==> src/hdl/usb_rx_ep_pkg.sv <==
package usb_rx_ep_pkg;

  // ----------------------------------------------------------------
  // Register map
  // ----------------------------------------------------------------
  localparam logic [31:0] RX_FIFO_DATA_ADDR = 32'h5000186a;
  localparam logic [31:0] RX_ENDPOINT_STATUS_ADDR = 32'h5000186c;
  localparam logic [31:0] RX_ENDPOINT_CONTROL_ADDR = 32'h5000186e;
  localparam logic [15:0] REG_RESET = 16'h0000;

  // Status field positions
  localparam int STAT_ERR_BIT = 7;
  localparam int STAT_SETUP_BIT = 6;
  localparam int STAT_TOGGLE_BIT = 5;
  localparam int STAT_LAST_BIT = 4;
  localparam int STAT_COUNT_MSB = 3;
  localparam logic [3:0] COUNT_SAT = 4'hf;

  // Control field positions
  localparam int CTRL_WARN_MSB = 6;
  localparam int CTRL_WARN_LSB = 5;
  localparam int CTRL_FLUSH_BIT = 3;

  // Warning limit codes and free-byte thresholds
  localparam logic [1:0] WARN_OFF = 2'h0;
  localparam logic [1:0] WARN_LOW = 2'h1;
  localparam logic [1:0] WARN_HIGH = 2'h2;
  localparam int WARN_LOW_FREE = 5;
  localparam int WARN_HIGH_FREE = 17;

  // FIFO and packet constants
  localparam int FIFO_DEPTH = 32;
  localparam int BYTE_W = 8;
  localparam int PID_DATA1_BIT = 3;
  localparam logic [15:0] CRC_INIT = 16'hffff;
  localparam logic [15:0] CRC_POLY_REFL = 16'ha001;
  localparam logic [15:0] CRC_RESIDUAL = 16'hb001;
  localparam logic [1:0] CRC_BYTES = 2'h2;

  // Receive state machine
  typedef enum logic [1:0] {RX_IDLE, RX_PID, RX_DATA} rx_state_type;

  // Decoded byte stream from the serial engine
  typedef struct packed {
    logic sop;
    logic eop;
    logic valid;
    logic [7:0] data;
    logic stuff_err;
    logic setup;
  } usb_rx_type;

  // Core bus request
  typedef struct packed {
    logic [31:0] addr;
    logic rd;
    logic wr;
    logic [15:0] wdata;
  } core_req_type;

endpackage

==> src/hdl/rx_byte_fifo.sv <==
`timescale 1ns/1ps
module rx_byte_fifo #(
  parameter int WIDTH = 8,
  parameter int DEPTH = 32
) (
  // Clock and reset
  input wire logic mclk_i,
  input wire logic rst_n_i,
  input wire logic flush_i,
  // Fill side
  input wire logic in_valid_i,
  input wire logic [WIDTH-1:0] in_data_i,
  output logic in_ready_o,
  // Drain side
  output logic out_valid_o,
  output logic [WIDTH-1:0] out_data_o,
  input wire logic out_ready_i,
  // Fill level
  output logic [$clog2(DEPTH):0] count_o
);

  localparam int AW = $clog2(DEPTH);

  if (DEPTH < 2 || (1 << AW) != DEPTH) begin : g_bad_depth
    $error("rx_byte_fifo: DEPTH must be a power of two");
  end

  logic [WIDTH-1:0] mem [DEPTH];
  logic [AW:0] wr_ptr_reg;
  logic [AW:0] wr_ptr_next;
  logic [AW:0] rd_ptr_reg;
  logic [AW:0] rd_ptr_next;
  logic push;
  logic pop;

  // Handshakes and pointer arithmetic
  always_comb begin
    count_o = wr_ptr_reg - rd_ptr_reg;
    in_ready_o = (count_o != DEPTH[AW:0]);
    out_valid_o = (count_o != '0);
    out_data_o = mem[rd_ptr_reg[AW-1:0]];
    push = in_valid_i && in_ready_o;
    pop = out_valid_o && out_ready_i;
    wr_ptr_next = flush_i ? '0 : wr_ptr_reg + {{AW{1'b0}}, push};
    rd_ptr_next = flush_i ? '0 : rd_ptr_reg + {{AW{1'b0}}, pop};
  end

  // Pointer registers
  always_ff @(posedge mclk_i or negedge rst_n_i) begin
    if (!rst_n_i) begin
      wr_ptr_reg <= '0;
      rd_ptr_reg <= '0;
    end else begin
      wr_ptr_reg <= wr_ptr_next;
      rd_ptr_reg <= rd_ptr_next;
    end
  end

  // Storage, no reset needed
  always_ff @(posedge mclk_i) begin
    if (push && !flush_i) begin
      mem[wr_ptr_reg[AW-1:0]] <= in_data_i;
    end
  end

endmodule

==> src/hdl/usb_rx_endpoint_status.sv <==
// Function
// - Data register read pops one payload byte
// - Strip PID and CRC16 before FIFO
// - Test mode lets bus write data register
// - Media fault sets status bit 7
// - Setup packet sets bit 6, read clears
// - Non-iso bit 5 shows last data PID
// - Iso bit 5 captures frame number LSB
// - Status read clears toggle bit
// - ACK sent sets bit 4, read clears
// - Bits 3:0 byte count, saturate at 15
// - Warn when free bytes below limit
// - Limit codes: off, under 5, under 17
// - Flush clears FIFO, deferred during reception
`timescale 1ns/1ps
module usb_rx_endpoint_status #(
  parameter int DEPTH = usb_rx_ep_pkg::FIFO_DEPTH
) (
  // Clock and reset
  input wire logic mclk_i,
  input wire logic rst_n_i,
  // Core bus
  input wire usb_rx_ep_pkg::core_req_type req_i,
  output logic [15:0] reg_rdata_o,
  output logic reg_ack_o,
  // Serial engine byte stream and endpoint context
  input wire usb_rx_ep_pkg::usb_rx_type rx_i,
  input wire logic iso_mode_i,
  input wire logic frame_number_lsb_i,
  input wire logic test_mode_i,
  // Link and event outputs
  output logic ack_send_o,
  output logic rx_warn_event_o
);

  localparam int CW = $clog2(DEPTH) + 1;

  if (DEPTH < usb_rx_ep_pkg::WARN_HIGH_FREE) begin : g_bad_depth
    $error("usb_rx_endpoint_status: DEPTH too small for warning limits");
  end

  // ----------------------------------------------------------------
  // Helpers
  // ----------------------------------------------------------------

  // Reflected CRC16 update over one byte
  function automatic logic [15:0] crc16_byte(input logic [15:0] crc, input logic [7:0] b);
    logic [15:0] c;
    c = crc ^ {8'h00, b};
    for (int i = 0; i < usb_rx_ep_pkg::BYTE_W; i++) begin
      c = c[0] ? ((c >> 1) ^ usb_rx_ep_pkg::CRC_POLY_REFL) : (c >> 1);
    end
    return c;
  endfunction

  // Address match
  function automatic logic hit(input logic [31:0] a, input logic [31:0] b);
    return a == b;
  endfunction

  // ----------------------------------------------------------------
  // Bus decode and FIFO
  // ----------------------------------------------------------------
  logic rd_data;
  logic rd_stat;
  logic wr_data;
  logic wr_ctrl;
  logic fifo_in_valid;
  logic [7:0] fifo_in_data;
  logic fifo_in_ready;
  logic fifo_out_valid;
  logic [7:0] fifo_out_data;
  logic [CW-1:0] fifo_count;
  logic flush_go;
  logic link_push;
  logic [7:0] link_byte;

  // Strobes per register
  always_comb begin
    rd_data = req_i.rd && hit(req_i.addr, usb_rx_ep_pkg::RX_FIFO_DATA_ADDR);
    rd_stat = req_i.rd && hit(req_i.addr, usb_rx_ep_pkg::RX_ENDPOINT_STATUS_ADDR);
    wr_data = req_i.wr && test_mode_i &&
              hit(req_i.addr, usb_rx_ep_pkg::RX_FIFO_DATA_ADDR);
    wr_ctrl = req_i.wr && hit(req_i.addr, usb_rx_ep_pkg::RX_ENDPOINT_CONTROL_ADDR);
  end

  // FIFO fill source: test write wins over the link
  always_comb begin
    fifo_in_valid = wr_data || link_push;
    fifo_in_data = wr_data ? req_i.wdata[7:0] : link_byte;
  end

  rx_byte_fifo #(
    .WIDTH(usb_rx_ep_pkg::BYTE_W),
    .DEPTH(DEPTH)
  ) u_fifo (
    .mclk_i(mclk_i),
    .rst_n_i(rst_n_i),
    .flush_i(flush_go),
    .in_valid_i(fifo_in_valid),
    .in_data_i(fifo_in_data),
    .in_ready_o(fifo_in_ready),
    .out_valid_o(fifo_out_valid),
    .out_data_o(fifo_out_data),
    .out_ready_i(rd_data),
    .count_o(fifo_count)
  );

  // ----------------------------------------------------------------
  // Receive state machine
  // ----------------------------------------------------------------
  usb_rx_ep_pkg::rx_state_type state_reg;
  usb_rx_ep_pkg::rx_state_type state_next;
  logic [7:0] hold0_reg;
  logic [7:0] hold0_next;
  logic [7:0] hold1_reg;
  logic [7:0] hold1_next;
  logic [1:0] held_reg;
  logic [1:0] held_next;
  logic [15:0] crc_reg;
  logic [15:0] crc_next;
  logic bad_reg;
  logic bad_next;
  logic data1_reg;
  logic data1_next;
  logic setup_pkt_reg;
  logic setup_pkt_next;
  logic flush_pend_reg;
  logic flush_pend_next;
  logic done_ok;
  logic done_err;

  // Next state, payload delay line and packet verdict
  always_comb begin
    state_next = state_reg;
    hold0_next = hold0_reg;
    hold1_next = hold1_reg;
    held_next = held_reg;
    crc_next = crc_reg;
    bad_next = bad_reg;
    data1_next = data1_reg;
    setup_pkt_next = setup_pkt_reg;
    link_push = 1'b0;
    link_byte = hold0_reg;
    done_ok = 1'b0;
    done_err = 1'b0;
    flush_go = 1'b0;
    flush_pend_next = flush_pend_reg ||
                      (wr_ctrl && req_i.wdata[usb_rx_ep_pkg::CTRL_FLUSH_BIT]);
    if (rx_i.sop) begin
      state_next = usb_rx_ep_pkg::RX_PID;
      held_next = 2'h0;
      crc_next = usb_rx_ep_pkg::CRC_INIT;
      bad_next = 1'b0;
      setup_pkt_next = rx_i.setup;
    end else begin
      unique case (state_reg)
        usb_rx_ep_pkg::RX_IDLE: begin
          if (flush_pend_reg) begin
            flush_go = 1'b1;
            flush_pend_next = 1'b0;
          end
        end
        usb_rx_ep_pkg::RX_PID: begin
          if (rx_i.valid) begin
            data1_next = rx_i.data[usb_rx_ep_pkg::PID_DATA1_BIT];
            state_next = usb_rx_ep_pkg::RX_DATA;
          end
          if (rx_i.eop) begin
            state_next = usb_rx_ep_pkg::RX_IDLE;
          end
        end
        usb_rx_ep_pkg::RX_DATA: begin
          if (rx_i.valid) begin
            crc_next = crc16_byte(crc_reg, rx_i.data);
            // Last two bytes stay held so the CRC never reaches the FIFO
            if (held_reg == usb_rx_ep_pkg::CRC_BYTES) begin
              link_push = !wr_data;
              if (!fifo_in_ready || wr_data) begin
                bad_next = 1'b1;
              end
              hold0_next = hold1_reg;
              hold1_next = rx_i.data;
            end else begin
              if (held_reg == 2'h0) begin
                hold0_next = rx_i.data;
              end else begin
                hold1_next = rx_i.data;
              end
              held_next = held_reg + 2'h1;
            end
          end
          if (rx_i.stuff_err) begin
            bad_next = 1'b1;
          end
          if (rx_i.eop) begin
            state_next = usb_rx_ep_pkg::RX_IDLE;
            if (bad_next || rx_i.stuff_err ||
                held_next != usb_rx_ep_pkg::CRC_BYTES ||
                crc_next != usb_rx_ep_pkg::CRC_RESIDUAL) begin
              done_err = 1'b1;
            end else if (!bad_next) begin
              done_ok = 1'b1;
            end
          end
        end
        default: state_next = usb_rx_ep_pkg::RX_IDLE;
      endcase
    end
  end

  // Receive state registers
  always_ff @(posedge mclk_i or negedge rst_n_i) begin
    if (!rst_n_i) begin
      state_reg <= usb_rx_ep_pkg::RX_IDLE;
      hold0_reg <= 8'h00;
      hold1_reg <= 8'h00;
      held_reg <= 2'h0;
      crc_reg <= usb_rx_ep_pkg::CRC_INIT;
      bad_reg <= 1'b0;
      data1_reg <= 1'b0;
      setup_pkt_reg <= 1'b0;
      flush_pend_reg <= 1'b0;
    end else begin
      state_reg <= state_next;
      hold0_reg <= hold0_next;
      hold1_reg <= hold1_next;
      held_reg <= held_next;
      crc_reg <= crc_next;
      bad_reg <= bad_next;
      data1_reg <= data1_next;
      setup_pkt_reg <= setup_pkt_next;
      flush_pend_reg <= flush_pend_next;
    end
  end

  // ----------------------------------------------------------------
  // Status, control and bus answer
  // ----------------------------------------------------------------
  logic err_reg;
  logic err_next;
  logic setup_reg;
  logic setup_next;
  logic toggle_reg;
  logic toggle_next;
  logic last_reg;
  logic last_next;
  logic [1:0] warn_lim_reg;
  logic [1:0] warn_lim_next;
  logic [15:0] rdata_next;
  logic ack_send_next;
  logic warn_next;
  logic [3:0] count_sat;
  logic [CW-1:0] free_bytes;

  // Event bits: hardware set wins over a read clear
  always_comb begin
    count_sat = (fifo_count > CW'(usb_rx_ep_pkg::COUNT_SAT)) ?
                usb_rx_ep_pkg::COUNT_SAT : fifo_count[3:0];
    free_bytes = CW'(DEPTH) - fifo_count;
    err_next = flush_go ? 1'b0 : err_reg;
    setup_next = rd_stat ? 1'b0 : setup_reg;
    toggle_next = rd_stat ? 1'b0 : toggle_reg;
    last_next = rd_stat ? 1'b0 : last_reg;
    ack_send_next = 1'b0;
    if (done_err) begin
      err_next = 1'b1;
    end
    if (done_ok) begin
      setup_next = setup_reg || setup_pkt_reg || (rd_stat ? 1'b0 : setup_reg);
      if (!setup_pkt_reg && rd_stat) begin
        setup_next = 1'b0;
      end
      if (setup_pkt_reg) begin
        setup_next = 1'b1;
      end
      toggle_next = iso_mode_i ? frame_number_lsb_i : data1_reg;
      if (!iso_mode_i) begin
        ack_send_next = 1'b1;
        last_next = 1'b1;
      end
    end
    warn_lim_next = warn_lim_reg;
    if (wr_ctrl) begin
      warn_lim_next = req_i.wdata[usb_rx_ep_pkg::CTRL_WARN_MSB:usb_rx_ep_pkg::CTRL_WARN_LSB];
    end
    // Code 11 falls into the default and never warns
    unique case (warn_lim_reg)
      usb_rx_ep_pkg::WARN_LOW: warn_next = free_bytes < CW'(usb_rx_ep_pkg::WARN_LOW_FREE);
      usb_rx_ep_pkg::WARN_HIGH:
        warn_next = free_bytes < CW'(usb_rx_ep_pkg::WARN_HIGH_FREE);
      default: warn_next = 1'b0;
    endcase
    rdata_next = usb_rx_ep_pkg::REG_RESET;
    if (rd_data) begin
      rdata_next[7:0] = fifo_out_valid ? fifo_out_data : 8'h00;
    end else if (rd_stat) begin
      rdata_next[usb_rx_ep_pkg::STAT_ERR_BIT] = err_reg;
      rdata_next[usb_rx_ep_pkg::STAT_SETUP_BIT] = setup_reg;
      rdata_next[usb_rx_ep_pkg::STAT_TOGGLE_BIT] = toggle_reg;
      rdata_next[usb_rx_ep_pkg::STAT_LAST_BIT] = last_reg;
      rdata_next[usb_rx_ep_pkg::STAT_COUNT_MSB:0] = count_sat;
    end else if (req_i.rd && hit(req_i.addr, usb_rx_ep_pkg::RX_ENDPOINT_CONTROL_ADDR)) begin
      rdata_next[usb_rx_ep_pkg::CTRL_WARN_MSB:usb_rx_ep_pkg::CTRL_WARN_LSB] = warn_lim_reg;
      rdata_next[usb_rx_ep_pkg::CTRL_FLUSH_BIT] = flush_pend_reg;
    end
  end

  // Status and output registers
  always_ff @(posedge mclk_i or negedge rst_n_i) begin
    if (!rst_n_i) begin
      err_reg <= 1'b0;
      setup_reg <= 1'b0;
      toggle_reg <= 1'b0;
      last_reg <= 1'b0;
      warn_lim_reg <= usb_rx_ep_pkg::WARN_OFF;
      reg_rdata_o <= usb_rx_ep_pkg::REG_RESET;
      reg_ack_o <= 1'b0;
      ack_send_o <= 1'b0;
      rx_warn_event_o <= 1'b0;
    end else begin
      err_reg <= err_next;
      setup_reg <= setup_next;
      toggle_reg <= toggle_next;
      last_reg <= last_next;
      warn_lim_reg <= warn_lim_next;
      reg_rdata_o <= rdata_next;
      reg_ack_o <= req_i.rd || req_i.wr;
      ack_send_o <= ack_send_next;
      rx_warn_event_o <= warn_next;
    end
  end

endmodule

==> config.mk <==
export PLATFORM = sky130hd
export DESIGN_NAME = usb_rx_endpoint_status
export DESIGN_NICKNAME = d
export VERILOG_FILES = /design/src/hdl/usb_rx_ep_pkg.sv /design/src/hdl/rx_byte_fifo.sv /design/src/hdl/usb_rx_endpoint_status.sv
export SDC_FILE = /design/constraint.sdc
export NUM_CORES = 1
export LEC_CHECK = 0
export ABC_AREA = 1
export BUFFER_PORTS_ARGS = -buffer_cell sky130_fd_sc_hd__buf_2
export CORE_MARGIN = 5
export CORE_UTILIZATION = 40
export CTS_CLUSTER_DIAMETER = 50
export DETAILED_ROUTE_END_ITERATION = 10
export HOLD_SLACK_MARGIN = 0.1
export SYNTH_ARGS = -nofsm -noshare
export SYNTH_HDL_FRONTEND = slang
export SYNTH_SLANG_ARGS = --single-unit
==> constraint.sdc <==
create_clock -name mclk_i -period 8.4 [get_ports mclk_i]
set_clock_uncertainty 0.1 [all_clocks]
set_input_delay 1.68 -clock mclk_i [delete_from_list [all_inputs] [get_ports mclk_i]]
set_output_delay 1.68 -clock mclk_i [all_outputs]
set_load 0.02 [all_outputs]
==> impl_results.md, run 1 <==
* PwrDens at 233.4 mW/mm^2
* Vias at 10040
* Die Height at 199.9 um
* Syn-to-layout area delta at 12.70%
* Asr flop ratio synth at 21.23%
* Hold slack at 0.3900 ns
* EDFF count, synth at 256
* First-pass DRT Iterations at 5
* Tcrit/Tclk final at 50.51%
* Post-DP HPWL at 21.78 mm
* Fin. max-slew vios at 0
* Number of routed nets with antenna violations at 0
* Max transition margin at 35.73%
* CTS Buffer Depth at 3
* Initial cell density of the core at 40.53%
* Final WS setup at 4.157 ns
* IO buf count at 70
* Worst reg-to-reg setup slack at 4.41 ns
* Grt ovf at 0
* Die ar. at 0.03994 mm^2
* Root buffer cell: clkbuf_16
* Count of cell types in the netlist at 54
* Final Non-Filler Cells at 1874
* Largest area contributor in the netlist: edfxtp_1
* Share of the synthesized area in the top cell type at 53.32%
* Cell Area, Placed at 0.01513 mm^2
* Residual DRC at 0
* Via/cell ratio at 5.356
* Sequential Power Share at 50.3%
* Iteration-0 DRC count of the detailed router at 876
* Gr usage total at 18.05%
* Sw Ratio at 25.11%
* CTS HTree Levels at 2
* Die X at 199.9 um
* Crit path DAT at 4.29 ns
* Ys flop type: edfxtp_1
* Crit Path Max Fanout at 15
* Number of global-route vias before repair at 9732
* LEAKAGE at 6.377 nW
* Fmax at 235.7 MHz
* Setup crit end kind: register
* Tmin final at 4.243 ns
* Worst hold path class: reg -> reg
* Yosys reg bits at 325
* Status: finished, final reports clean
* Max cap viols at 0
* Yosys Warn Count at 0
* Rows at 69
* WL final at 36.06 mm
* Kind of critical path: in -> reg
* Final setup violation count at 0
* Design area at 0.01625 mm^2
* Max reg flops at 256
* CTS sink cnt at 325
* Largest net degree at the start of global routing at 90
* Crit. Startpoint: rx_i[12]
* N_diodes at 0
* Reg2Reg Launch Point: u_fifo.rd_ptr_reg[3]
* CTS tree: built
* # IOs at 87
* Max VDD drop at 0.1955 mV
* Share of layout cells above drive strength 1 at 13.94%
* Post-CTS Resized at 0
* DP Worst Slack at 3.652 ns
* Switching power at 952.1 uW
* Fin Setup TNS at 0 ns
* CP endpoint: u_fifo.mem[13][0]
* Area of the core at 0.03557 mm^2
* Mapped Cells at 1333
* CP required at 8.45 ns
* CP Launch Type: input port
* RSZ-0062 raised after global routing: no
* Post-Syn Area at 0.01442 mm^2
* Post-placement cell count at 1809
* Sequential area share after synthesis at 65.43%
* Cts hold-fix bufs at 0
* Routed len/inst at 19.24 um
* First-pass GRT wire length at 55.91 mm
* Clock Pin Slew Worst Setup and Hold Paths at 0.06 ns
* Capturing point of the worst reg2reg path: u_fifo.mem[13][0]
* Initial antenna violation count at 0
* Worst slew pin tran at 0.9641 ns
* Clk_lat worst skew at 0.53 ns
* Syn avg cell area at 10.82 um^2
* Final #Nets at 1469
* TritonCTS Buffers at 36
* Final Hold Viols at 0
* Gpl congestion at 0.7993
* Comb power frac at 10.2%
* Reg2Reg Depth at 13
* Top cells by area, synth: edfxtp_1, dfrtp_1, nand2_1
* Int Pwr at 2.839 mW
* Clock network power share at 39.4%
* Post-CTS Setup Repair Bufs at 0
==> cells in the mapped netlist (6+ instances only) <==
| master | count |
|---|---|
| o21ai_1 | 6 |
| dfrtp_1 | 53 |
| nand2_1 | 326 |
| buf_2 | 17 |
| mux2_2 | 6 |
| inv_2 | 15 |
| nand2_2 | 8 |
| inv_1 | 62 |
| a22oi_1 | 37 |
| dfstp_2 | 16 |
| a32o_1 | 25 |
| buf_4 | 8 |
| clkbuf_1 | 36 |
| nor2_1 | 105 |
| o21ai_0 | 74 |
| ha_1 | 14 |
| buf_1 | 10 |
| o211ai_1 | 8 |
| o221ai_1 | 6 |
| edfxtp_1 | 256 |
| nand3_1 | 35 |
| a21oi_1 | 142 |
==> per-layer routing <==
layer	vias up	GRT usage, %	part of all wire (%)
met1	4828	26.53	46
met2	346	28.48	46
met5	-	0	0
met3	49	3.139	6.5
met4	0	3.899	1.6
li1	4814	-	-
==> area by class of cell <==
| class | instances | area [um^2] |
|---|---|---|
| inverters | 79 | 297.8 |
| clock buffers | 44 | 940.9 |
| flip-flops and latches | 325 | 9439 |
| multi-input cells | 863 | 4380 |
| repair buffers | 81 | 432.9 |
| well taps | 461 | 576.8 |
| fillers | 3368 | 19320 |
| clock inverters | 21 | 180.2 |
==> how the worst min path moves through the flow <==
stage                  startpoint            end  slack (ns)  depth (start not counted)
floorplan           setup_pkt_reg  setup_pkt_reg        0.34                          2
global placement    setup_pkt_reg  setup_pkt_reg        0.37                          2
detailed placement   hold1_reg[3]   hold1_reg[3]        0.38                          2
CTS                   crc_reg[11]    crc_reg[11]        0.39                          2
global route          crc_reg[11]    crc_reg[11]        0.42                          2
finish               hold1_reg[3]   hold1_reg[3]        0.39                          2
==> critical path, stage by stage <==
cell and delay, ns:
buf_2 0.14, nor2_2 0.64, inv_2 0.27, o21ai_1 0.19, nand2_1 0.08, inv_2 0.06
nand2_1 0.08, nor2_2 0.22, nand2_1 0.21, nor2_1 0.69
==> kinds of logic after synthesis <==
logic type	after synthesis	share of synthesized area, %
and+or+nand+nor	506	14.36
AOI/OAI and AO/OA	321	13.41
buffers and inverters	152	4.417
other	1	0.02601
adders and majority gates	15	1.354
xor gates and xnor gates	6	0.4600
DFF	325	65.43
muxes	7	0.5380
==> cell usage in the layout, fill, tap and decap left out, drive strengths merged, types with 3 or more instances in the layout <==
cell type and count:
clkbuf 44, mux2 6, nor3 7, nor4 4
inv 79, nand2 334, nand3b 3, ha 14
edfxtp 256, buf 81, nor2 111, o221ai 6
a21oi 142, o211ai 8, a32o 25, or2 3
a221oi 3, o21ai 82, nand3 38, o22ai 4
a22oi 37, nand4 3, conb 8, dfstp 16
o31ai 4, dfrtp 53, clkinv 17, xor2 3
==> power by group through the flow <==
stage          clock [mW]  combinational (mW)  sequential, mW
6_report             1.50               0.387            1.91
5_1_grt              1.59               0.430            1.91
4_1_cts              1.52               0.390            1.91
3_5_place_dp            0               0.388            1.94
3_3_place_gp            0               0.376            1.94
2_1_floorplan           0               0.219            1.93
==> through the flow <==
step           power [mW]  util, %
2_1_floorplan       2.151        -
3_3_place_gp        2.317    42.53
3_5_place_dp        2.330    42.53
4_1_cts             3.817    45.68
5_1_grt             3.933    45.68
6_report            3.792    45.68
Power figures use the tool's default switching activity.
==> run 2, diff against run 1 <==
Clock period 8.4 ns to 3.49 ns, I/O delays scaled along.
==> impl_results.md, run 2 (same netlist as run 1, synthesis figures left out) <==
* Max VDD drop at 0.4845 mV
* Rows at 69
* TritonCTS Buffers at 37
* Worst slew pin tran at 0.8484 ns
* CTS Buffer Depth at 3
* Gr usage total at 18.15%
* Syn-to-layout area delta at 16.66%
* Vias at 10260
* PwrDens at 564.5 mW/mm^2
* Die Height at 199.9 um
* Fin Setup TNS at 0 ns
* CTS tree: built
* Number of routed nets with antenna violations at 0
* Share of layout cells above drive strength 1 at 17.43%
* Post-DP HPWL at 22.21 mm
* First-pass GRT wire length at 56.42 mm
* # IOs at 87
* DP Worst Slack at 0.3086 ns
* CTS HTree Levels at 2
* Crit path DAT at 3.54 ns
* LEAKAGE at 6.741 nW
* Fin. max-slew vios at 0
* Clock Pin Slew Worst Setup and Hold Paths at 0.06 ns
* Residual DRC at 0
* Largest net degree at the start of global routing at 131
* WL final at 36.32 mm
* First-pass DRT Iterations at 7
* Iteration-0 DRC count of the detailed router at 973
* Status: finished, final reports clean
* Routed len/inst at 18.82 um
* CP required at 3.84 ns
* Initial antenna violation count at 1
* Initial cell density of the core at 40.53%
* RSZ-0062 raised after global routing: no
* Max cap viols at 0
* Grt ovf at 0
* CP Launch Type: register
* Root buffer cell: clkbuf_16
* Gpl congestion at 0.8431
* Kind of critical path: reg -> reg
* CTS sink cnt at 325
* Crit Path Max Fanout at 8
* Max reg flops at 256
* Fmax at 313.3 MHz
* Tcrit/Tclk final at 91.45%
* Post-CTS Setup Repair Bufs at 0
* Tmin final at 3.192 ns
* Final #Nets at 1523
* Filler cells at 3293
* Die X at 199.9 um
* Max transition margin at 43.44%
* Number of global-route vias before repair at 9909
* Commonest non-fill, non-tap cell in the layout: nand2_1
* N_diodes at 0
* Area of the core at 0.03557 mm^2
* IO buf count at 70
* Worst hold path class: in -> reg
* Worst reg-to-reg setup slack at 0.30 ns
* Final WS setup at 0.2984 ns
* Commonest cells after routing, fill and taps aside: nand2_1, edfxtp_1, a21oi_1, nor2_1, o21ai_0
* Clk_lat worst skew at 0.54 ns
* Via/cell ratio at 5.316
* Final setup violation count at 0
* Setup crit end kind: register
* Power, Total at 9.494 mW
* Final Hold Viols at 0
* Die ar. at 0.03994 mm^2
==> run 2: path summary, 6_finish.rpt <==
kind,end,cells after the start,start
max,u_fifo.rd_ptr_reg[4],14,u_fifo.rd_ptr_reg[0]
min,ack_send_o,2,iso_mode_i
max reg2reg,u_fifo.rd_ptr_reg[4],14,u_fifo.rd_ptr_reg[0]
min reg2reg,hold1_reg[6],2,hold1_reg[6]
max in group asynchronous,crc_reg[8],3,rst_n_i
min in group asynchronous,hold1_reg[4],2,rst_n_i
==> run 2: report_power, final <==
group	internal, mW	switching, mW	total (mW)	leakage (nW)
Clock	2.32	1.59	3.91	0.607
Combinational	0.254	0.748	1.00	2.97
Sequential	4.54	0.0395	4.58	3.17
Total	7.11	2.38	9.49	6.74
==> run 2: metal layers <==
layer / vias up / track usage [%] / share of wire (%) / wire (um)
met2: 356 / 28.65 / 46 / 16830
li1: 4920 / - / - / -
met4: 2 / 4.201 / 1.9 / 673
met1: 4929 / 26.66 / 45 / 16280
met5: - / 0 / 0.036 / 13
met3: 53 / 2.954 / 6.9 / 2524
==> run 2: final cells by class <==
cell class | count | area [um^2] | area share [%]
tap | 461 | 576.8 | 3.429
sequential | 325 | 9439 | 56.12
timing repair buffer | 134 | 883.3 | 5.252
multi-input combinational | 863 | 4380 | 26.04
clock inverter | 28 | 284.0 | 1.689
inverter | 79 | 297.8 | 1.770
clock buffer | 40 | 958.4 | 5.698
==> run 2: repair_timing <==
item / CTS / global route
hold buffers: 1 / 0
endpoints found under the hold margin: 21 / 0
gates resized for setup: 0 / 0
==> run 2: metrics by stage <==
stage | hold WS [ns] | instances | util [%] | area, um^2
after floorplan | 0.3024 | 1340 | - | 14440
after global placement | 0.3658 | 1861 | 43.77 | 15570
after detailed placement | 0.3787 | 1861 | 43.77 | 15570
after CTS | 0.2712 | 1930 | 47.29 | 16820
after global routing | 0.2925 | 1930 | 47.29 | 16820
final | 0.2877 | 1930 | 47.29 | 16820
==> run 2: critical path: stages (launching register included) <==
cell and delay (ns):
dfrtp_4 0.49, ha_1 0.23, fa_1 0.40, o21ai_1 0.18, xor2_1 0.12, or2_1 0.30, o211ai_1 0.29, inv_2 0.16
ha_1 0.25, ha_1 0.20, nand2_1 0.06, inv_1 0.06, nand2_1 0.07, o21ai_0 0.08, a21oi_1 0.13
==> run 3, diff against run 2 <==
Settings changed: CORE_ASPECT_RATIO from default to 0.8.
Clock period 3.49 ns to 2.9 ns, I/O delays scaled along.
==> impl_results.md, run 3 (same netlist as run 1, synthesis figures left out) <==
* Status: finished with violations
* Failing checks: negative setup slack
* Crit Path Max Fanout at 6
* Gr usage total at 18.11%
* CTS sink cnt at 325
* Max reg flops at 256
* Max VDD drop at 0.3977 mV
* Final setup violation count at 44
* Fin Setup TNS at -0.3515 ns
* CTS HTree Levels at 2
* IO buf count at 70
* Number of routed nets with antenna violations at 0
* Clk_lat worst skew at 0.53 ns
* Routed len/inst at 18.91 um
* Share of layout cells above drive strength 1 at 22.92%
* CP Launch Type: register
* First-pass GRT wire length at 57.64 mm
* N_diodes at 0
* Area of the core at 0.03576 mm^2
* # IOs at 87
* Root buffer cell: clkbuf_16
* Die X at 222.3 um
* Filler cells at 3102
* Register area at 0.009439 mm^2
* Hold slack at 0.1528 ns
* CTS Buffer Depth at 3
* Max cap viols at 0
* Area of the multi-input gates at 0.004735 mm^2
* Initial cell density of the core at 40.32%
* Fmax at 341.5 MHz
* Vias at 10530
* Commonest non-fill, non-tap cell in the layout: nand2_1
* Syn-to-layout area delta at 22.46%
* LEAKAGE at 7.029 nW
* Tmin final at 2.929 ns
* Die Height at 179.8 um
* Number of global-route vias before repair at 10070
* Rows at 62
* Clock Pin Slew Worst Setup and Hold Paths at 0.06 ns
* Kind of critical path: reg -> reg
* Final WS setup at -0.02852 ns
* PwrDens at 644.1 mW/mm^2
* Grt ovf at 0
* RSZ-0062 raised after global routing: yes
* Post-DP HPWL at 23.69 mm
* Worst slew pin tran at 0.8461 ns
* Fin. max-slew vios at 0
* Largest net degree at the start of global routing at 81
* Die ar. at 0.03996 mm^2
* CTS tree: built
* Core Util, Final at 49.37%
* Worst hold path class: in -> reg
* Residual DRC at 0
* WL final at 37.46 mm
* Final Hold Viols at 0
* Commonest cells after routing, fill and taps aside: nand2_1, edfxtp_1, a21oi_1, nor2_1
* Max transition margin at 43.59%
* Setup crit end kind: register
* Tcrit/Tclk final at 101.0%
* CP required at 3.03 ns
* Final #Nets at 1559
* Iteration-0 DRC count of the detailed router at 1093
* Gpl congestion at 0.8351
* TritonCTS Buffers at 35
* Via/cell ratio at 5.313
* Initial antenna violation count at 2
* Crit path DAT at 3.06 ns
* First-pass DRT Iterations at 5
==> run 3: cell type report <==
class,count,area share [%]
Tap cell,480,3.402
Inverter,79,1.694
Clock buffer,41,5.329
Clock inverter,21,1.212
Timing Repair Buffer,172,8.086
Sequential cell,325,53.46
Multi-Input combinational cell,863,26.82
==> run 3: power by group <==
part	leakage [nW]	internal, mW	total (mW)	switching, mW
clock	0.565	2.69	4.50	1.82
combinational	3.30	0.443	1.36	0.920
sequential	3.17	5.46	5.51	0.0462
==> run 3: worst paths after layout <==
check | from | endpoint | slack (ns) | cells past startpoint
setup / recovery | u_fifo.rd_ptr_reg[0] | u_fifo.mem[4][0] | -0.03 | 14
hold / removal | iso_mode_i | ack_send_o | 0.15 | 2
setup reg to reg | u_fifo.rd_ptr_reg[0] | u_fifo.mem[4][0] | -0.03 | 14
hold reg to reg | setup_pkt_reg | setup_pkt_reg | 0.38 | 2
max in group asynchronous | rst_n_i | crc_reg[2] | 1.47 | 3
min in group asynchronous | rst_n_i | u_fifo.rd_ptr_reg[5] | 0.51 | 2
==> run 3: repair_timing <==
action | 4_1_cts | 5_1_grt
gates resized for setup | 34 | 82
setup endpoints to repair | 263 | 266
buffers inserted | 1 | 6
pin swaps | 8 | 15
gates cloned | 0 | 1
hold buffers | 1 | 0
hold endpoints to repair | 21 | 0
==> run 3: worst max-delay path, cell delays in order (launching register included) <==
cell and delay, ns:
dfrtp_4 0.49, ha_4 0.18, fa_2 0.42, o21ai_2 0.15, xor2_1 0.24, nor2_1 0.06, nand2_1 0.10, nand2_1 0.07
inv_2 0.08, nand2_4 0.07, nor2_4 0.11, buf_12 0.15, nand2_4 0.09, nor2_2 0.15, buf_6 0.16
==> run 3: metrics by stage <==
| step | cell area [um^2] | cells | setup WS [ns] | total power, mW |
|---|---|---|---|---|
| 6_report | 17660 | 1981 | -0.02852 | 11.37 |
| 5_1_grt | 17660 | 1981 | -0.1746 | 11.78 |
| 4_1_cts | 17260 | 1974 | 0.01273 | 11.43 |
| 3_5_place_dp | 15960 | 1910 | -0.2668 | 6.929 |
| 3_3_place_gp | 15960 | 1910 | -0.1658 | 6.901 |
| 2_1_floorplan | 14530 | 1340 | -0.3424 | 6.244 |
==> run 3: routing by layer <==
metal  vias to the layer above  global-route usage (%)  share of wire [%]  wire length [um]
met3                        58                   3.294                6.4              2380
met2                       332                   27.30                 44             16470
met1                      5135                   27.40                 48             17900
met4                         2                   4.215                1.9               697
li1                       4999                       -                  -                 -
met5                         -                       0              0.035                13
